File: src/rtl/psl_pkg.sv
// Constants shared by the priority service and status logic.
// Assumes one 100 MHz clock and bus strobes already synchronous to it.
`default_nettype none

package psl_pkg;

    ////////////////////////////////////////////////////////////////////////
    localparam int          NUM_LEVELS       = 8;
    localparam int          LEVEL_W          = 3;
    localparam int          BYTE_W           = 8;

    // Command word kind, chosen by data bits 4:3 with the port line low
    localparam int          KIND_HI_BIT      = 4;
    localparam int          KIND_LO_BIT      = 3;
    localparam logic [1:0]  KIND_PRIORITY    = 2'h0;
    localparam logic [1:0]  KIND_READ_MODE   = 2'h1;

    // Priority command word fields: rotate, level select, done, level
    localparam int          PCW_CMD_HI_BIT   = 7;
    localparam int          PCW_CMD_LO_BIT   = 5;
    localparam int          PCW_LEVEL_HI_BIT = 2;
    localparam logic [2:0]  CMD_ROT_AUTO_OFF = 3'h0;
    localparam logic [2:0]  CMD_NONSPEC_DONE = 3'h1;
    localparam logic [2:0]  CMD_NO_OP        = 3'h2;
    localparam logic [2:0]  CMD_SPEC_DONE    = 3'h3;
    localparam logic [2:0]  CMD_ROT_AUTO_ON  = 3'h4;
    localparam logic [2:0]  CMD_ROT_NONSPEC  = 3'h5;
    localparam logic [2:0]  CMD_SET_PRIORITY = 3'h6;
    localparam logic [2:0]  CMD_ROT_SPEC     = 3'h7;

    // Read mode command word fields
    localparam int          RMW_ENABLE_BIT   = 6;
    localparam int          RMW_SEL_MASK_BIT = 5;
    localparam int          RMW_POLL_BIT     = 2;
    localparam int          RMW_READ_BIT     = 1;
    localparam int          RMW_SEL_BIT      = 0;

    // Poll answer layout
    localparam int          POLL_FLAG_BIT    = 7;

    // Reset values
    localparam logic [2:0]  LOWEST_RESET     = 3'h7;
    localparam logic [7:0]  MASK_RESET       = 8'h00;
    localparam logic [2:0]  DEFAULT_LEVEL    = 3'h7;

    // Acknowledge pulses per sequence
    localparam logic [1:0]  ACK_PULSES_TWO   = 2'h2;
    localparam logic [1:0]  ACK_PULSES_THREE = 2'h3;

endpackage

`default_nettype wire

File: src/rtl/priority_pick.sv
// Finds the highest priority set bit of a level vector under rotation.
// Assumes lowest names the level that currently has lowest priority.
`default_nettype none

module priority_pick (
    input  wire logic [7:0] vec,
    input  wire logic [2:0] lowest,
    output logic            found,
    output logic      [2:0] level
);

    ////////////////////////////////////////////////////////////////////////
    // Walk from lowest rank to highest so the last hit wins
    always_comb begin
        logic [2:0] idx;
        idx   = 3'h0;
        found = 1'b0;
        level = 3'h0;
        for (int i = 7; i >= 0; i--) begin
            idx = lowest + 3'(i + 1);
            if (vec[idx]) begin
                found = 1'b1;
                level = idx;
            end
        end
    end

endmodule // priority_pick

`default_nettype wire

File: src/rtl/priority_service_core.sv
// Service completion, rotation, masking, polling and status readback.
// Assumes strobes synchronous to ref_clk; request pulses come from an
// outside edge or level detector, init pulses from the init decoder.
`default_nettype none

//
// Contract
// - Auto completion does a non-specific done at final acknowledge trailing edge.
// - Auto completion mode stays until the fourth init word is written again.
// - Non-specific done clears the highest set in-service bit.
// - Specific done clears the in-service bit of the given level.
// - In selective mask mode, non-specific done skips masked levels.
// - Under rotation the serviced level becomes lowest priority.
// - Rotate on non-specific done clears highest bit and makes it lowest.
// - Auto-completion rotation is enabled and disabled by priority commands.
// - Set priority makes given level lowest, touches no in-service bit.
// - Rotate on specific done clears given level and makes it lowest.
// - Each mask bit inhibits only its own request line.
// - In selective mask mode all unmasked levels can interrupt.
// - Read mode word enters or leaves selective mask mode when enabled.
// - After poll command, next read acts as acknowledge.
// - Poll answer has bit 7 for pending and level in bits 2:0.
// - Interrupt state is frozen from poll write to the read.
// - Request register ignores mask; acknowledge clears highest request.
// - Read mode word selects request or in-service register for reads.
// - Status selection is kept across reads; request register after init.
// - Reads with the port line high return the mask register.
// - Poll plus register read in one word: next read returns poll.
// - After init level 0 is highest and level 7 lowest.
// - Nested mode blocks same and lower priority requests.
module priority_service_core (
    input  wire logic                        ref_clk,
    input  wire logic                        rst,
    input  wire logic                        chipSelectN,
    input  wire logic                        readStrobeN,
    input  wire logic                        writeStrobeN,
    input  wire logic                        portSelectLine,
    input  wire logic [psl_pkg::BYTE_W-1:0]  dataIn,
    output logic      [psl_pkg::BYTE_W-1:0]  dataOut,
    output logic                             dataOutEnable,
    input  wire logic                        acknowledgeStrobeN,
    input  wire logic                        threePulseMode,
    input  wire logic [psl_pkg::NUM_LEVELS-1:0] requestSet,
    input  wire logic                        initStart,
    input  wire logic                        fourthInitWrite,
    input  wire logic                        autoCompletionSelect,
    output logic                             intRequest,
    output logic      [psl_pkg::LEVEL_W-1:0] ackLevel
);
    import psl_pkg::*;

    logic [7:0] pend_ff;
    logic [7:0] svc_ff;
    logic [7:0] chMask_ff;
    logic [7:0] deferred_ff;
    logic [2:0] lowest_ff;
    logic       selMask_ff;
    logic       readSel_ff;
    logic       pollPending_ff;
    logic       autoMode_ff;
    logic       rotateAuto_ff;
    logic [1:0] ackCount_ff;
    logic [7:0] dataOut_ff;
    logic       dataOutEnable_ff;
    logic       intRequest_ff;
    logic [2:0] ackLevel_ff;

    logic [2:0] fallEv;
    logic [2:0] riseEv;
    logic [7:0] reqCand;
    logic [7:0] doneVec;
    logic       reqFound;
    logic [2:0] reqLevel;
    logic       doneFound;
    logic [2:0] doneLevel;
    logic [2:0] reqRank;
    logic [2:0] doneRank;
    logic       wantInt;
    logic       wrEv;
    logic       rdEv;
    logic       maskWr;
    logic       pcwWr;
    logic       rmwWr;
    logic [2:0] cmd;
    logic [2:0] tgt;
    logic       rmwEnable;
    logic       rmwSelMask;
    logic       pollRead;
    logic       ackLead;
    logic       ackTrail;
    logic [1:0] lastPulse;
    logic       firstAck;
    logic       finalTrail;
    logic       autoDone;
    logic       grantValid;
    logic [2:0] grantLevel;
    logic [7:0] svcClr;
    logic       rotateEn;
    logic [2:0] rotateTo;
    logic [7:0] pendSet;

    ////////////////////////////////////////////////////////////////////////
    // Strobe edges and decode
    strobe_edge #(
        .WIDTH (3)
    ) u_edges (
        .ref_clk (ref_clk),
        .rst     (rst),
        .lineN   ({acknowledgeStrobeN, writeStrobeN, readStrobeN}),
        .fall    (fallEv),
        .rise    (riseEv)
    );

    assign rdEv      = fallEv[0] & ~chipSelectN;
    assign wrEv      = fallEv[1] & ~chipSelectN;
    assign ackLead   = fallEv[2];
    assign ackTrail  = riseEv[2];
    assign maskWr    = wrEv & portSelectLine;
    assign pcwWr     = wrEv & ~portSelectLine
                     & (dataIn[KIND_HI_BIT:KIND_LO_BIT] == KIND_PRIORITY);
    assign rmwWr     = wrEv & ~portSelectLine
                     & (dataIn[KIND_HI_BIT:KIND_LO_BIT] == KIND_READ_MODE);
    assign cmd       = dataIn[PCW_CMD_HI_BIT:PCW_CMD_LO_BIT];
    assign tgt       = dataIn[PCW_LEVEL_HI_BIT:0];
    assign rmwEnable = dataIn[RMW_ENABLE_BIT];
    assign rmwSelMask = dataIn[RMW_SEL_MASK_BIT];
    assign pollRead  = rdEv & pollPending_ff;
    assign lastPulse = threePulseMode ? ACK_PULSES_THREE : ACK_PULSES_TWO;
    assign firstAck  = ackLead & (ackCount_ff == 2'h0);
    assign finalTrail = ackTrail & (ackCount_ff == lastPulse);
    assign autoDone  = finalTrail & autoMode_ff & doneFound;

    ////////////////////////////////////////////////////////////////////////
    // Priority resolution
    assign reqCand = pend_ff & ~chMask_ff;
    // Masked in-service levels are skipped in selective mask mode
    assign doneVec = selMask_ff ? (svc_ff & ~chMask_ff) : svc_ff;

    priority_pick u_req (
        .vec    (reqCand),
        .lowest (lowest_ff),
        .found  (reqFound),
        .level  (reqLevel)
    );

    priority_pick u_done (
        .vec    (doneVec),
        .lowest (lowest_ff),
        .found  (doneFound),
        .level  (doneLevel)
    );

    assign reqRank  = reqLevel - (lowest_ff + 3'h1);
    assign doneRank = doneLevel - (lowest_ff + 3'h1);
    // Equal rank means same level in service, which blocks it
    assign wantInt  = reqFound
                    & (selMask_ff | ~doneFound | (reqRank < doneRank));

    // Acknowledge takes the best request; none pending gives the default
    assign grantValid = (firstAck & reqFound) | (pollRead & wantInt);
    assign grantLevel = reqLevel;

    ////////////////////////////////////////////////////////////////////////
    // Service completion and rotation requests
    always_comb begin
        svcClr   = 8'h00;
        rotateEn = 1'b0;
        rotateTo = lowest_ff;
        if (pcwWr) begin
            case (cmd)
                CMD_NONSPEC_DONE: begin
                    if (doneFound) svcClr[doneLevel] = 1'b1;
                end
                CMD_SPEC_DONE: begin
                    svcClr[tgt] = 1'b1;
                end
                CMD_ROT_NONSPEC: begin
                    if (doneFound) begin
                        svcClr[doneLevel] = 1'b1;
                        rotateEn = 1'b1;
                        rotateTo = doneLevel;
                    end
                end
                CMD_ROT_SPEC: begin
                    svcClr[tgt] = 1'b1;
                    rotateEn = 1'b1;
                    rotateTo = tgt;
                end
                CMD_SET_PRIORITY: begin
                    rotateEn = 1'b1;
                    rotateTo = tgt;
                end
                default: begin
                end
            endcase
        end else if (autoDone) begin
            svcClr[doneLevel] = 1'b1;
            rotateEn = rotateAuto_ff;
            rotateTo = doneLevel;
        end
    end

    ////////////////////////////////////////////////////////////////////////
    // In-service register; a grant in the same cycle wins over a clear
    always_ff @(posedge ref_clk or posedge rst) begin
        if (rst) begin
            svc_ff <= 8'h00;
        end else if (initStart) begin
            svc_ff <= 8'h00;
        end else begin
            svc_ff <= (svc_ff & ~svcClr)
                    | (grantValid ? (8'h01 << grantLevel) : 8'h00);
        end
    end

    // Requests arriving while frozen are held back, not lost
    assign pendSet = pollPending_ff ? 8'h00 : (requestSet | deferred_ff);

    always_ff @(posedge ref_clk or posedge rst) begin
        if (rst) begin
            pend_ff     <= 8'h00;
            deferred_ff <= 8'h00;
        end else if (initStart) begin
            pend_ff     <= 8'h00;
            deferred_ff <= 8'h00;
        end else begin
            pend_ff <= (pend_ff & ~(grantValid ? (8'h01 << grantLevel) : 8'h00))
                    | pendSet;
            deferred_ff <= pollPending_ff ? (deferred_ff | requestSet)
                                          : 8'h00;
        end
    end

    always_ff @(posedge ref_clk or posedge rst) begin
        if (rst) begin
            lowest_ff <= LOWEST_RESET;
        end else if (initStart) begin
            lowest_ff <= LOWEST_RESET;
        end else if (rotateEn) begin
            lowest_ff <= rotateTo;
        end
    end

    always_ff @(posedge ref_clk or posedge rst) begin
        if (rst) begin
            rotateAuto_ff <= 1'b0;
        end else if (initStart) begin
            rotateAuto_ff <= 1'b0;
        end else if (pcwWr && cmd == CMD_ROT_AUTO_ON) begin
            rotateAuto_ff <= 1'b1;
        end else if (pcwWr && cmd == CMD_ROT_AUTO_OFF) begin
            rotateAuto_ff <= 1'b0;
        end
    end

    // Only a fresh fourth init word changes the completion mode
    always_ff @(posedge ref_clk or posedge rst) begin
        if (rst) begin
            autoMode_ff <= 1'b0;
        end else if (fourthInitWrite) begin
            autoMode_ff <= autoCompletionSelect;
        end
    end

    ////////////////////////////////////////////////////////////////////////
    // Mask register and read mode state
    always_ff @(posedge ref_clk or posedge rst) begin
        if (rst) begin
            chMask_ff <= MASK_RESET;
        end else if (initStart) begin
            chMask_ff <= MASK_RESET;
        end else if (maskWr) begin
            chMask_ff <= dataIn;
        end
    end

    always_ff @(posedge ref_clk or posedge rst) begin
        if (rst) begin
            selMask_ff <= 1'b0;
            readSel_ff <= 1'b0;
        end else if (initStart) begin
            selMask_ff <= 1'b0;
            readSel_ff <= 1'b0;
        end else if (rmwWr) begin
            if (rmwEnable) selMask_ff <= rmwSelMask;
            if (dataIn[RMW_READ_BIT]) readSel_ff <= dataIn[RMW_SEL_BIT];
        end
    end

    // A poll write in the same cycle as a read cannot happen on one bus
    always_ff @(posedge ref_clk or posedge rst) begin
        if (rst) begin
            pollPending_ff <= 1'b0;
        end else if (initStart) begin
            pollPending_ff <= 1'b0;
        end else if (rmwWr && dataIn[RMW_POLL_BIT]) begin
            pollPending_ff <= 1'b1;
        end else if (rdEv) begin
            pollPending_ff <= 1'b0;
        end
    end

    ////////////////////////////////////////////////////////////////////////
    // Acknowledge sequence
    always_ff @(posedge ref_clk or posedge rst) begin
        if (rst) begin
            ackCount_ff <= 2'h0;
            ackLevel_ff <= DEFAULT_LEVEL;
        end else if (initStart) begin
            ackCount_ff <= 2'h0;
        end else begin
            if (finalTrail) begin
                ackCount_ff <= 2'h0;
            end else if (ackLead && ackCount_ff != lastPulse) begin
                ackCount_ff <= ackCount_ff + 2'h1;
            end
            if (firstAck) begin
                ackLevel_ff <= reqFound ? reqLevel : DEFAULT_LEVEL;
            end
        end
    end

    ////////////////////////////////////////////////////////////////////////
    // Read data and processor request
    always_ff @(posedge ref_clk or posedge rst) begin
        if (rst) begin
            dataOut_ff <= 8'h00;
        end else if (rdEv) begin
            if (pollPending_ff) begin
                dataOut_ff <= {wantInt, 4'h0, reqLevel};
            end else if (portSelectLine) begin
                dataOut_ff <= chMask_ff;
            end else begin
                dataOut_ff <= readSel_ff ? svc_ff : pend_ff;
            end
        end
    end

    always_ff @(posedge ref_clk or posedge rst) begin
        if (rst) begin
            dataOutEnable_ff <= 1'b0;
        end else begin
            dataOutEnable_ff <= ~readStrobeN & ~chipSelectN;
        end
    end

    always_ff @(posedge ref_clk or posedge rst) begin
        if (rst) begin
            intRequest_ff <= 1'b0;
        end else if (!pollPending_ff) begin
            intRequest_ff <= wantInt;
        end
    end

    assign dataOut       = dataOut_ff;
    assign dataOutEnable = dataOutEnable_ff;
    assign intRequest    = intRequest_ff;
    assign ackLevel      = ackLevel_ff;

    ////////////////////////////////////////////////////////////////////////
    // Assertions
    property p_nonspec_clear;
        @(posedge ref_clk) disable iff (rst)
        pcwWr && cmd == CMD_NONSPEC_DONE && doneFound && !grantValid
        |=> !svc_ff[$past(doneLevel)];
    endproperty
    a_nonspec_clear: assert property (p_nonspec_clear)
        else $error("non-specific done left its bit set");

    property p_spec_clear;
        @(posedge ref_clk) disable iff (rst)
        pcwWr && cmd == CMD_SPEC_DONE && !grantValid |=> !svc_ff[$past(tgt)];
    endproperty
    a_spec_clear: assert property (p_spec_clear)
        else $error("specific done left its bit set");

    property p_set_priority;
        @(posedge ref_clk) disable iff (rst)
        pcwWr && cmd == CMD_SET_PRIORITY && !grantValid && !initStart
        |=> lowest_ff == $past(tgt) && $stable(svc_ff);
    endproperty
    a_set_priority: assert property (p_set_priority)
        else $error("set priority wrong or touched in-service bits");

    property p_rot_nonspec;
        @(posedge ref_clk) disable iff (rst)
        pcwWr && cmd == CMD_ROT_NONSPEC && doneFound && !initStart
        |=> lowest_ff == $past(doneLevel);
    endproperty
    a_rot_nonspec: assert property (p_rot_nonspec)
        else $error("rotate on done did not make level lowest");

    property p_mask_write;
        @(posedge ref_clk) disable iff (rst)
        maskWr && !initStart |=> chMask_ff == $past(dataIn);
    endproperty
    a_mask_write: assert property (p_mask_write)
        else $error("mask write not stored");

    property p_sel_mask_mode;
        @(posedge ref_clk) disable iff (rst)
        rmwWr && rmwEnable && !initStart |=> selMask_ff == $past(rmwSelMask);
    endproperty
    a_sel_mask_mode: assert property (p_sel_mask_mode)
        else $error("selective mask mode not updated");

    property p_mask_read;
        @(posedge ref_clk) disable iff (rst)
        rdEv && portSelectLine && !pollPending_ff
        |=> dataOut_ff == $past(chMask_ff);
    endproperty
    a_mask_read: assert property (p_mask_read)
        else $error("port line read did not return mask");

    property p_poll_freeze;
        @(posedge ref_clk) disable iff (rst)
        $past(pollPending_ff) |-> $stable(intRequest_ff);
    endproperty
    a_poll_freeze: assert property (p_poll_freeze)
        else $error("request output moved while poll pending");

    property p_poll_answer;
        @(posedge ref_clk) disable iff (rst)
        pollRead |=> dataOut_ff[POLL_FLAG_BIT] == $past(wantInt)
                  && !pollPending_ff;
    endproperty
    a_poll_answer: assert property (p_poll_answer)
        else $error("poll answer flag wrong");

    property p_auto_done;
        @(posedge ref_clk) disable iff (rst)
        autoDone && !pcwWr && !initStart |=> !svc_ff[$past(doneLevel)];
    endproperty
    a_auto_done: assert property (p_auto_done)
        else $error("auto completion did not clear in-service bit");

    c_poll_read:  cover property (@(posedge ref_clk) disable iff (rst)
                                  pollRead && wantInt);
    c_auto_done:  cover property (@(posedge ref_clk) disable iff (rst)
                                  autoDone && rotateAuto_ff);
    c_first_ack:  cover property (@(posedge ref_clk) disable iff (rst)
                                  firstAck && reqFound);
    c_sel_int:    cover property (@(posedge ref_clk) disable iff (rst)
                                  selMask_ff && doneFound && wantInt);

endmodule // priority_service_core

`default_nettype wire

File: src/rtl/strobe_edge.sv
// Leading and trailing edge detection for active-low strobes.
// Assumes the strobes are synchronous to ref_clk.
`default_nettype none

module strobe_edge #(
    parameter int WIDTH = 3
) (
    input  wire logic             ref_clk,
    input  wire logic             rst,
    input  wire logic [WIDTH-1:0] lineN,
    output logic      [WIDTH-1:0] fall,
    output logic      [WIDTH-1:0] rise
);

    logic [WIDTH-1:0] lineN_ff;

    ////////////////////////////////////////////////////////////////////////
    // Idle level of every strobe is high
    always_ff @(posedge ref_clk or posedge rst) begin
        if (rst) begin
            lineN_ff <= '1;
        end else begin
            lineN_ff <= lineN;
        end
    end

    for (genvar i = 0; i < WIDTH; i++) begin : g_edge
        assign fall[i] = lineN_ff[i] & ~lineN[i];
        assign rise[i] = ~lineN_ff[i] & lineN[i];
    end

endmodule // strobe_edge

`default_nettype wire
File: config.mk
export PLATFORM = sky130hd
export DESIGN_NAME = priority_service_core
export DESIGN_NICKNAME = d
export VERILOG_FILES = /design/src/rtl/psl_pkg.sv /design/src/rtl/priority_pick.sv /design/src/rtl/priority_service_core.sv /design/src/rtl/strobe_edge.sv
export SDC_FILE = /design/constraint.sdc
export NUM_CORES = 1
export LEC_CHECK = 0
export CAP_MARGIN = 20
export CORE_UTILIZATION = 60
export DETAILED_ROUTE_END_ITERATION = 6
export DONT_BUFFER_PORTS = 1
export GPL_TIMING_DRIVEN = 0
export PLACE_DENSITY = 0.84
export SYNTH_ARGS = -nofsm -noshare
export SYNTH_HDL_FRONTEND = slang
export SYNTH_SLANG_ARGS = --single-unit
File: constraint.sdc
create_clock -name ref_clk -period 7.76 [get_ports ref_clk]
set_input_delay 1.552 -clock ref_clk [delete_from_list [all_inputs] [get_ports ref_clk]]
set_output_delay 1.552 -clock ref_clk [all_outputs]
set_load 0.02 [all_outputs]
* Yosys cells after proc, flatten, opt, wreduce, memory -nomap -nowiden
Index checks and enable logic that the tools add are counted.
** Word-level totals
- Register bits :: 58
- Input port bits :: 27
- Output and inout bits :: 13
- Word-level logic and storage cells :: 227
** Operators by class
- Add/subtract/negate cells :: 10
- Magnitude comparators :: 13
- Equality and inequality tests :: 11
- Shift operators :: 1
- Muxes and demuxes :: 111
- Bitwise logic cells :: 40
- Reduce and logical (&&, ||, !) cells :: 25
** Operator list (number)
- $mux W8 :: 15
- $mux W3 :: 22
- $mux W1 :: 50
- $bmux W1 S3 :: 16
- $lt A3 B4 Y1 const B :: 10
- $and A8 B8 Y8 :: 4
- $not A8 Y8 :: 3
- $or A8 B8 Y8 :: 3
- $and A1 B1 Y1 :: 19
- $pmux W8 S2 :: 1
- $add A3 B3 Y3 const B :: 4
- $eq A3 B3 Y1 const B :: 4
- $reduce_bool A3 Y1 :: 4
- $reduce_bool A2 Y1 :: 5
- $not A1 Y1 :: 8
- $shl A1 B3 Y8 const A :: 1
- $add A3 B2 Y3 const B :: 2
- $demux W1 S3 :: 2
- $ge A3 B1 Y1 const B :: 2
- $logic_and A1 B1 Y1 :: 6
- $mux W2 :: 3
- $pmux W3 S2 :: 1
- $reduce_and A2 Y1 :: 3
- $reduce_or A2 Y1 :: 3
- 16 further kinds :: 20

* Logic depth before layout (Yosys ltp)
Gate-level depths: netlist (run 1).
- Depth after elaboration :: 24
- Gate-level depth with buffers :: 25
- Gate-level depth less buffers :: 20

* Cells and area by module
From an unflattened synthesis (run 1), not the netlist that was laid out.
** Unflattened totals
- Cells, all modules :: 502
- Area total of the unflattened synthesis :: 4584.4 um2
** Modules (own cells, without submodules)
- priority_service_core :: instances 1, cells an instance 338, area each 3115.5 um2, seq. area each 1383.8 um2
- priority_pick :: instances 2, cells an instance 77, area each 674.4 um2, seq. area each 0.0 um2
- strobe_edge :: instances 1, cells an instance 10, area each 120.1 um2, seq. area each 78.8 um2

* Worst setup path after synthesis (run 1)
No wires, ideal clock.
- Kind :: register to register
- Start :: register lowest_ff[1]
- End :: register pend_ff[0]
- Setup time :: 0.120 ns
- Arrival :: 5.434 ns
- Required time :: 7.640 ns
- Path slack :: 2.207 ns
- Cell stages (with the launch flop) :: 21
- Buffers on the path :: 4
- Path through :: dfstp_2 buf_4 inv_1 clkbuf_1 ha_1 bufbuf_16 clkbuf_1 mux4_2 and3_1 a2111oi_1 o21ai_1 fa_1 inv_1 ha_1 a21o_1 a21o_1 o211ai_1 nand4_1 a21o_2 or4b_1 a31o_1
** Between the ends
- Word-level cells in the longest chain between the ends :: 21
- Elaborated cells between the ends (all ways) :: 87
** Ends and longest elaborated chain
- start, declared :: RTL line priority_service_core.sv:56 : logic [2:0] lowest_ff;
- start signal, assigned :: RTL line priority_service_core.sv:240 : lowest_ff <= rotateTo;
- $add A3 B3 Y3 / $bmux W1 S3 (equally long branches) :: RTL line priority_pick.sv:20, priority_pick.sv:21
- $bmux W1 S3 / $mux W1 (equally long branches) :: RTL line priority_pick.sv:21 : if (vec[idx]) begin
- $mux W1 (not written as such) / $mux W3 (equally long branches) :: RTL line priority_pick.sv:21
- $mux W3 / $mux W1 (equally long branches) (7 in series) :: RTL line priority_pick.sv:21
- $sub A3 B3 Y3, or another cell as far along :: RTL line priority_service_core.sv:153 : assign reqRank = reqLevel - (lowest_ff + 3'h1);
- $lt A3 B3 Y1 / $or A1 B1 Y1 (equally long branches) :: RTL line priority_service_core.sv:157 : & (selMask_ff | ~doneFound | (reqRank < doneRank));
- $or A1 B1 Y1 :: RTL line priority_service_core.sv:157
- $and A1 B1 Y1 :: RTL line priority_service_core.sv:157
- $and A1 B1 Y1 :: RTL line priority_service_core.sv:160 : assign grantValid = (firstAck & reqFound) | (pollRead & wantInt);
- $or A1 B1 Y1 :: RTL line priority_service_core.sv:160
- $mux W8 * :: RTL line priority_service_core.sv:227 : pend_ff <= (pend_ff & ~(grantValid ? (8'h01 << grantLevel) : 8'h00))
- $not A8 Y8 * :: RTL line priority_service_core.sv:227
- $and A8 B8 Y8 * :: RTL line priority_service_core.sv:227
- $or A8 B8 Y8 * :: RTL line priority_service_core.sv:228 : | pendSet;
- $mux W8 * :: RTL line priority_service_core.sv:223 : end else if (initStart) begin
- end signal, assigned :: RTL line priority_service_core.sv:227
- end, declared :: RTL line priority_service_core.sv:52 : logic [7:0] pend_ff;
Mark *: on every way between the ends. The rest lies on a longest branch, timed or not. The select of a mux whose other input is x is not followed.
A chain may end at the register's enable or synchronous reset.

* Worst setup path after layout (run 1)
Ends and elaborated chain as after synthesis.

==> metrics.txt, run 1 <==
# TYPE chip_impl_metric gauge
chip_impl_info{name="layout.cells.most_common",value="sky130_fd_sc_hd__nor2_1"} 1
chip_impl_metric{name="initialDrtViolationCount",unit=""} 358
chip_impl_metric{name="final_sum_of_negative_setup_slack",unit="ns"} 0
chip_impl_metric{name="compound_gate_fraction_of_synth_area",unit="%"} 22.2
chip_impl_info{name="synth_top_family_by_area",value="compound AO/OA/AOI/OAI gates"} 1
chip_impl_metric{name="finalNetCount",unit=""} 637
chip_impl_info{name="critical_path.startpoint_type",value="flop"} 1
chip_impl_metric{name="antenna_violations_before_repair",unit=""} 0
chip_impl_metric{name="critical_path.max_stage_delay",unit="ns"} 0.69
chip_impl_metric{name="grt_pass1_wl",unit="µm"} 26100
chip_impl_metric{name="finalCriticalPeriod",unit="ns"} 6.80
chip_impl_metric{name="total_leakage_power",unit="nW"} 2.29
chip_impl_info{name="min-delay-path-class",value="flop to flop"} 1
chip_impl_metric{name="residual_antenna_violating_net_count_after_detailed_routing",unit=""} 0
chip_impl_info{name="layout.cells.most_common_list",value="sky130_fd_sc_hd__nor2_1, sky130_fd_sc_hd__dfrtp_1, sky130_fd_sc_hd__nand2_1"} 1
chip_impl_metric{name="start_util",unit="%"} 62.3
chip_impl_metric{name="synthesis.yosys.warnings",unit=""} 0
chip_impl_metric{name="routabilityCongestion",unit=""} 1.03
chip_impl_metric{name="synthXorXnorAreaFrac",unit="%"} 1.77
chip_impl_metric{name="route.detailed.vias_per_inst",unit=""} 7.05
chip_impl_metric{name="placement.io_buffers",unit=""} 0
chip_impl_metric{name="fin_worst_skew",unit="ns"} 0.00896
chip_impl_metric{name="synth_edf_count",unit=""} 0
chip_impl_metric{name="cts_num_sinks",unit=""} 58
chip_impl_metric{name="floorplan.io_pins",unit=""} 40
chip_impl_metric{name="placeableCoreArea",unit="mm²"} 0.00876
chip_impl_metric{name="cp_max_fo",unit=""} 10
chip_impl_metric{name="synthDistinctLibCells",unit=""} 92
chip_impl_metric{name="clock_insertion_delay_at_the_later_pin_of_the_skew_report",unit="ns"} 0.34
chip_impl_metric{name="required_time_of_the_critical_path",unit="ns"} 8.00
chip_impl_metric{name="synth.avg_cell_area",unit="µm²"} 9.26
chip_impl_metric{name="route.detailed.wl_per_inst",unit="µm"} 22.9
chip_impl_metric{name="mappedNetlistNets",unit=""} 625
chip_impl_metric{name="finalHoldViolCount",unit=""} 0
chip_impl_metric{name="global_route.overflow_total",unit=""} 0
chip_impl_metric{name="cts_repair_resize_count",unit=""} 0
chip_impl_metric{name="max_cap_viols",unit=""} 0
chip_impl_metric{name="cts.clk_slew.worst_paths",unit="ns"} 0.07
chip_impl_metric{name="areaGrowthSynthToFinish",unit="%"} 6.26
chip_impl_metric{name="placement_rows",unit=""} 34
chip_impl_metric{name="floorplan.die_area",unit="mm²"} 0.00948
chip_impl_metric{name="hold_depth",unit=""} 2
chip_impl_metric{name="maxSlewHeadroom",unit="%"} 39.2
chip_impl_metric{name="p_per_area",unit="mW/mm²"} 467
chip_impl_metric{name="holdWs",unit="ns"} 0.503
chip_impl_metric{name="cts-root-to-sink-buffers",unit=""} 2
chip_impl_metric{name="muxShareOfSynthArea",unit="%"} 20.0
chip_impl_metric{name="max_freq",unit="MHz"} 147
chip_impl_metric{name="ys_seq_elements",unit=""} 58
chip_impl_info{name="ctsRootBufferMaster",value="sky130_fd_sc_hd__clkbuf_8"} 1
chip_impl_metric{name="post_cts_buffers",unit=""} 0
chip_impl_info{name="status",value="complete, no violations"} 1
chip_impl_metric{name="antenna-diode-count",unit=""} 0
chip_impl_metric{name="worst_ir_drop_on_vdd",unit="mV"} 0.275
chip_impl_metric{name="async_reset_ff_share",unit="%"} 100
chip_impl_info{name="clock_tree_from_tritoncts",value="built"} 1
chip_impl_info{name="timing.critical_path.mode_cell",value="sky130_fd_sc_hd__ha_1"} 1
chip_impl_metric{name="largest_net_degree_at_the_start_of_global_routing",unit=""} 46
chip_impl_metric{name="global_route_usage_over_all_layers",unit="%"} 35.4
chip_impl_metric{name="routed_via_count",unit=""} 5037
chip_impl_metric{name="syn_area",unit="mm²"} 0.00546
chip_impl_metric{name="postCtsHoldBufs",unit=""} 0
chip_impl_metric{name="timing.reg2reg.worst_path_depth",unit=""} 23
chip_impl_metric{name="htreeDepth",unit=""} 3
chip_impl_metric{name="first_global_vias",unit=""} 5049
chip_impl_metric{name="simple_gate_share_of_the_synthesized_area",unit="%"} 20.4
chip_impl_metric{name="dp_hpwl",unit="µm"} 12500
chip_impl_metric{name="number_of_pins_with_negative_max_slew_slack_in_the_final_report",unit=""} 0
chip_impl_metric{name="clock_buffers_created_by_tritoncts",unit=""} 9
chip_impl_metric{name="final_min_period_over_clock_period",unit="%"} 87.6
chip_impl_metric{name="count_of_tritonroute_iterations_in_the_first_routing_pass",unit=""} 5
chip_impl_metric{name="critical_path_data_arrival_time",unit="ns"} 7.03
chip_impl_metric{name="sequential_area_share_after_synthesis",unit="%"} 26.8
chip_impl_metric{name="post_synthesis_adder_cell_area_fraction",unit="%"} 2.34
chip_impl_metric{name="detail_route.drc_violations",unit=""} 0
chip_impl_info{name="endpoint_type_of_the_worst_setup_path",value="flop"} 1
chip_impl_info{name="timing.critical_path.cells",value="buf_4 -> inv_1 -> clkbuf_1 -> ha_1 -> buf_2 -> xnor2_1 -> nand2_1 -> o22a_1 -> o21a_1 -> a311o_1 -> nor3_4 -> inv_2 -> ha_1 -> inv_1 -> fa_1 -> ha_1 -> a21o_1 -> a21o_1 -> o211ai_1 -> nand4_1 -> a21o_2 -> or4b_1 -> a31o_1"} 1
chip_impl_info{name="type_of_the_setup_path_with_the_least_slack",value="flop to flop"} 1
chip_impl_info{name="synthFlopType",value="sky130_fd_sc_hd__dfrtp_1"} 1
chip_impl_metric{name="fp.dieH",unit="µm"} 97.4
chip_impl_info{name="grt_setup_unrepaired",value="no"} 1
chip_impl_metric{name="setup_viol_count_final",unit=""} 0
chip_impl_metric{name="drive_gt1_share",unit="%"} 18.6
chip_impl_metric{name="timing_worst_slew_pin_value",unit="ns"} 0.904
chip_impl_metric{name="final.fill_count",unit=""} 722
chip_impl_metric{name="syn_inst",unit=""} 589
chip_impl_metric{name="totalWireLength",unit="µm"} 16300
chip_impl_metric{name="die_w",unit="µm"} 97.4
chip_impl_info{name="timing.critical_path.slowest_stage_cell",value="sky130_fd_sc_hd__xnor2_1"} 1
-- final cells by class --
cell class / count / area (µm²) / area share, %
Timing Repair Buffer: 1 / 20.0 / 0.345
Inverter: 19 / 73.8 / 1.27
Clock buffer: 11 / 131 / 2.27
Clock inverter: 5 / 55.1 / 0.950
Multi-Input combinational cell: 475 / 3640 / 62.8
Buffer: 37 / 278 / 4.79
Sequential cell: 58 / 1460 / 25.2
Tap cell: 108 / 135 / 2.33
-- path summary, 6_finish.rpt --
| check | start | endpoint | slack (ns) |
|---|---|---|---|
| worst max-delay path | lowest_ff[1] | pend_ff[0] | 0.96 |
| worst min-delay path | deferred_ff[4] | deferred_ff[4] | 0.50 |
| worst max register to register | lowest_ff[1] | pend_ff[0] | 0.96 |
| worst min register to register | deferred_ff[4] | deferred_ff[4] | 0.50 |
| max in group asynchronous | rst | lowest_ff[2] | 6.12 |
| min in group asynchronous | rst | dataOut[1] | 1.04 |
-- per-layer routing --
| metal | up-vias | GRT usage (%) | routed length [µm] |
|---|---|---|---|
| li1 | 2248 | - | - |
| met1 | 2382 | 45.2 | 6310 |
| met2 | 340 | 57.1 | 7590 |
| met3 | 67 | 6.62 | 1690 |
| met4 | 0 | 19.2 | 738 |
| met5 | - | 0 | 0 |
-- per-stage QoR --
stage	area, µm²	total power [mW]	instances	utilization [%]	setup WS, ns
floorplan	5460	1.94	589	-	2.21
global placement	5590	2.36	697	63.8	1.14
detailed placement	5610	2.39	698	64.0	1.15
CTS	5800	2.66	714	66.1	1.13
global route	5800	2.87	714	66.1	0.768
finish	5800	2.71	714	66.1	0.963
-- synthesized netlist by cell type, drive strengths merged (9+ instances only) --
cell,number,share of area [%]
nor2,92,6.6
dfrtp,49,22
nand2,45,3.1
mux2i,44,8.5
o21ai,29,2.7
a21oi,28,2.6
mux4,24,10
clkbuf,21,2.4
inv,18,1.3
buf,15,2.1
nand3,14,1.3
nor2b,12,1.4
nand2b,10,1.5
nor3,10,1.1
dfstp,9,4.3
-- sequential cells by signal, summed over array words and instances, names as in the netlist --
register	cells
ackCount_ff	2
ackLevel	3
autoMode_ff	1
chMask_ff	8
dataOut	8
dataOutEnable	1
deferred_ff	8
intRequest	1
lowest_ff	3
pend_ff	8
pollPending_ff	1
readSel_ff	1
rotateAuto_ff	1
selMask_ff	1
svc_ff	8
u_edges.lineN_ff	3
-- cell families (layout without fill, tap and decap cells) --
group | after synthesis | count (layout)
XOR/XNOR | 8 | 8
adder cells (fa/ha/maj) | 9 | 9
multiplexers | 75 | 75
buffers and inverters | 56 | 73
flip-flops | 58 | 58
AND/OR/NAND/NOR | 220 | 220
AO/OA/AOI/OAI | 163 | 163
-- worst max-delay path, delay by kind of cell, from the launching register on --
family,cells,cell delay (ns)
xor+xnor,1,0.69
buf+inv,6,0.96
fa+ha+maj,4,1.19
flops,1,0.61
simple gates,4,1.30
compound gates,8,1.94
-- where the power goes --
group	leakage [nW]	switching (mW)	internal [mW]
logic	1.45	1.18	0.834
clock network	0.0893	0.119	0.147
registers	0.752	0.0670	0.357
(Power assumes the default switching activity.)
==> run 2, diff against run 1 <==
ABC_AREA = 1   (was unset)
MAX_ROUTING_LAYER = met4   (was unset)
==> run 2 against run 1 <==
Effect of this change:
- setup slack better by 1.6 ns
- worst hold slack worse by 0.0020 ns
- die area is 18% lower
- wire length is 21% lower
- critical path type unchanged
- largest cell class unchanged
==> metrics.txt, run 2 <==
# TYPE chip_impl_metric gauge
chip_impl_metric{name="placement_rows",unit=""} 31
chip_impl_metric{name="placeableCoreArea",unit="mm²"} 0.00721
chip_impl_metric{name="route.detailed.vias_per_inst",unit=""} 5.84
chip_impl_info{name="timing.critical_path.mode_cell",value="sky130_fd_sc_hd__nand2_1"} 1
chip_impl_metric{name="final.fill_count",unit=""} 666
chip_impl_metric{name="global_route_usage_over_all_layers",unit="%"} 36.1
chip_impl_metric{name="cts_num_sinks",unit=""} 58
chip_impl_metric{name="synth.avg_cell_area",unit="µm²"} 6.71
chip_impl_metric{name="count_of_tritonroute_iterations_in_the_first_routing_pass",unit=""} 5
chip_impl_metric{name="syn_area",unit="mm²"} 0.00445
chip_impl_metric{name="max_cap_viols",unit=""} 0
chip_impl_metric{name="floorplan.io_pins",unit=""} 40
chip_impl_info{name="ctsRootBufferMaster",value="sky130_fd_sc_hd__clkbuf_8"} 1
chip_impl_info{name="critPathTopFamily",value="simple AND/OR/NAND/NOR gates"} 1
chip_impl_info{name="synth_largest_area_cell",value="sky130_fd_sc_hd__dfrtp_1"} 1
chip_impl_metric{name="routed_via_count",unit=""} 4547
chip_impl_metric{name="dp_hpwl",unit="µm"} 10000
chip_impl_metric{name="syn_inst",unit=""} 663
chip_impl_metric{name="cp_max_fo",unit=""} 11
chip_impl_info{name="endpoint_type_of_the_worst_setup_path",value="flop"} 1
chip_impl_metric{name="totalWireLength",unit="µm"} 12900
chip_impl_metric{name="start_util",unit="%"} 61.7
chip_impl_metric{name="fin_worst_skew",unit="ns"} 0.00751
chip_impl_metric{name="finalHoldViolCount",unit=""} 0
chip_impl_metric{name="htreeDepth",unit=""} 3
chip_impl_metric{name="postCtsHoldBufs",unit=""} 0
chip_impl_metric{name="final_sum_of_negative_setup_slack",unit="ns"} 0
chip_impl_info{name="grt_setup_unrepaired",value="no"} 1
chip_impl_metric{name="sequential_area_share_after_synthesis",unit="%"} 32.9
chip_impl_metric{name="drive_gt1_share",unit="%"} 12.8
chip_impl_metric{name="grt_pass1_wl",unit="µm"} 20200
chip_impl_metric{name="cts.clk_slew.worst_paths",unit="ns"} 0.06
chip_impl_info{name="layout.cells.most_common_list",value="sky130_fd_sc_hd__nand2_1, sky130_fd_sc_hd__nand3_1, sky130_fd_sc_hd__inv_1"} 1
chip_impl_metric{name="grt.met1_usage",unit="%"} 47.4
chip_impl_metric{name="mappedNetlistNets",unit=""} 699
chip_impl_metric{name="timing_worst_slew_pin_value",unit="ns"} 0.589
chip_impl_metric{name="critical_path.max_stage_delay",unit="ns"} 0.62
chip_impl_metric{name="ys_seq_elements",unit=""} 58
chip_impl_metric{name="floorplan.die_area",unit="mm²"} 0.00776
chip_impl_metric{name="finalCriticalPeriod",unit="ns"} 5.18
chip_impl_metric{name="critical_path_data_arrival_time",unit="ns"} 5.38
chip_impl_metric{name="required_time_of_the_critical_path",unit="ns"} 7.97
chip_impl_metric{name="global_route.overflow_total",unit=""} 0
chip_impl_metric{name="initialDrtViolationCount",unit=""} 357
chip_impl_metric{name="number_of_pins_with_negative_max_slew_slack_in_the_final_report",unit=""} 0
chip_impl_info{name="status",value="complete, no violations"} 1
chip_impl_metric{name="cts-root-to-sink-buffers",unit=""} 2
chip_impl_metric{name="async_reset_ff_share",unit="%"} 100
chip_impl_metric{name="multi_input_area",unit="mm²"} 0.00255
chip_impl_metric{name="detail_route.drc_violations",unit=""} 0
chip_impl_metric{name="residual_antenna_violating_net_count_after_detailed_routing",unit=""} 0
chip_impl_metric{name="die_w",unit="µm"} 88.1
chip_impl_metric{name="layout.core_utilization",unit="%"} 66.8
chip_impl_info{name="grt.busiest_layer",value="met2"} 1
chip_impl_info{name="synthFlopType",value="sky130_fd_sc_hd__dfrtp_1"} 1
chip_impl_metric{name="synthDistinctLibCells",unit=""} 43
chip_impl_metric{name="placement.io_buffers",unit=""} 0
chip_impl_metric{name="synthesis.yosys.warnings",unit=""} 0
chip_impl_metric{name="grtUsageMet3",unit="%"} 8.11
chip_impl_metric{name="fp.dieH",unit="µm"} 88.1
chip_impl_metric{name="clock_buffers_created_by_tritoncts",unit=""} 9
chip_impl_info{name="min-delay-path-class",value="flop to flop"} 1
chip_impl_metric{name="antenna_violations_before_repair",unit=""} 0
chip_impl_metric{name="numPlacedInstances",unit=""} 763
chip_impl_info{name="type_of_the_setup_path_with_the_least_slack",value="flop to flop"} 1
chip_impl_metric{name="finalNetCount",unit=""} 711
chip_impl_metric{name="max_freq",unit="MHz"} 193
chip_impl_info{name="post_synth_main_area_contributors",value="sky130_fd_sc_hd__dfrtp_1, sky130_fd_sc_hd__nand2_1, sky130_fd_sc_hd__nand3_1"} 1
chip_impl_metric{name="grt.met2_usage",unit="%"} 57.2
chip_impl_metric{name="register_area",unit="mm²"} 0.00146
chip_impl_info{name="synth_top_cells_by_count",value="sky130_fd_sc_hd__nand2_1, sky130_fd_sc_hd__inv_1, sky130_fd_sc_hd__nand3_1"} 1
chip_impl_info{name="timing.critical_path.slowest_stage_cell",value="sky130_fd_sc_hd__dfstp_2"} 1
chip_impl_info{name="yosysMostFrequentCell",value="sky130_fd_sc_hd__nand2_1"} 1
chip_impl_metric{name="cts_repair_resize_count",unit=""} 0
chip_impl_metric{name="final_min_period_over_clock_period",unit="%"} 66.7
chip_impl_metric{name="first_global_vias",unit=""} 4141
chip_impl_metric{name="route.detailed.wl_per_inst",unit="µm"} 16.6
chip_impl_info{name="critical_path.startpoint_type",value="flop"} 1
chip_impl_info{name="clock_tree_from_tritoncts",value="built"} 1
chip_impl_metric{name="largest_net_degree_at_the_start_of_global_routing",unit=""} 37
chip_impl_metric{name="synth_top_cell_area_share",unit="%"} 27.6
chip_impl_metric{name="post_cts_buffers",unit=""} 0
chip_impl_info{name="layout.cells.most_common",value="sky130_fd_sc_hd__nand2_1"} 1
chip_impl_metric{name="setup_viol_count_final",unit=""} 0
chip_impl_metric{name="synth_edf_count",unit=""} 0
chip_impl_metric{name="clock_insertion_delay_at_the_later_pin_of_the_skew_report",unit="ns"} 0.34
chip_impl_metric{name="antenna-diode-count",unit=""} 0
chip_impl_metric{name="cp.buffers_inverters",unit=""} 8
chip_impl_metric{name="maxSlewHeadroom",unit="%"} 60.4
chip_impl_metric{name="final_instance_count_without_filler_cells",unit=""} 779
chip_impl_metric{name="areaGrowthSynthToFinish",unit="%"} 8.38
chip_impl_metric{name="routabilityCongestion",unit=""} 0.909
## run 2: changes by cell type in the layout (fill, tap and decap cells not counted), sizes merged, moves of 15 or more
cell / change
a21oi: +15
nand2: +172
clkbuf: -16
mux2i: -44
nand3: +60
o21ai: +29
nor2: -34
mux4: -24
inv: +63
## run 2: final cells by class
cell class                 count  area share (%)
tap                           99            2.57
timing repair buffer           1           0.415
clock inverter                 4            1.53
clock buffer                  12            3.22
multi-input combinational    505            53.0
inverter                      84            6.70
buffer                        16            2.26
sequential                    58            30.3
## run 2: final timing paths
path	startpoint	end	slack [ns]	cells past startpoint
max	lowest_ff[1]	pend_ff[7]	2.58	34
min	deferred_ff[1]	deferred_ff[1]	0.50	2
max reg2reg	lowest_ff[1]	pend_ff[7]	2.58	34
min reg2reg	deferred_ff[1]	deferred_ff[1]	0.50	2
max in group asynchronous	rst	ackLevel[1]	6.00	2
min in group asynchronous	rst	dataOut[6]	1.13	1
## run 2: logic make-up after synthesis
| kind of cell | share of synthesized area [%] |
|---|---|
| and+or+nand+nor | 37.2 |
| AOI/OAI and AO/OA | 14.8 |
| buffers and inverters | 9.70 |
| DFF | 32.9 |
| adders and majority gates | 2.87 |
| xor gates and xnor gates | 2.25 |
| muxes | 0.253 |
## run 2: metal layers
metal	vias up	share of wire, %
met1	2144	42
met4	0	1.4
li1	2188	-
met3	18	8.0
met2	197	48
met5	-	0
## run 2: worst reg2reg max path, delay by kind of cell (launching register included)
family,cells,cell delay [ns]
simple gates,15,1.41
fa+ha+maj,4,1.12
buf+inv,8,0.98
compound gates,6,0.71
flops,1,0.62
xor+xnor,1,0.22
## run 2: metrics by stage
| stage | setup slack (ns) | hold slack (ns) | instance area [µm²] |
|---|---|---|---|
| finish | 2.58 | 0.501 | 4820 |
| global route | 2.27 | 0.543 | 4820 |
| CTS | 2.67 | 0.505 | 4820 |
| detailed placement | 2.70 | 0.489 | 4590 |
| global placement | 2.82 | 0.482 | 4570 |
| floorplan | 3.49 | 0.469 | 4450 |
Power of run 2 is left out: the tool's default activity adds up to more than one toggle a clock period on the data nets, which glitch-free logic cannot reach.
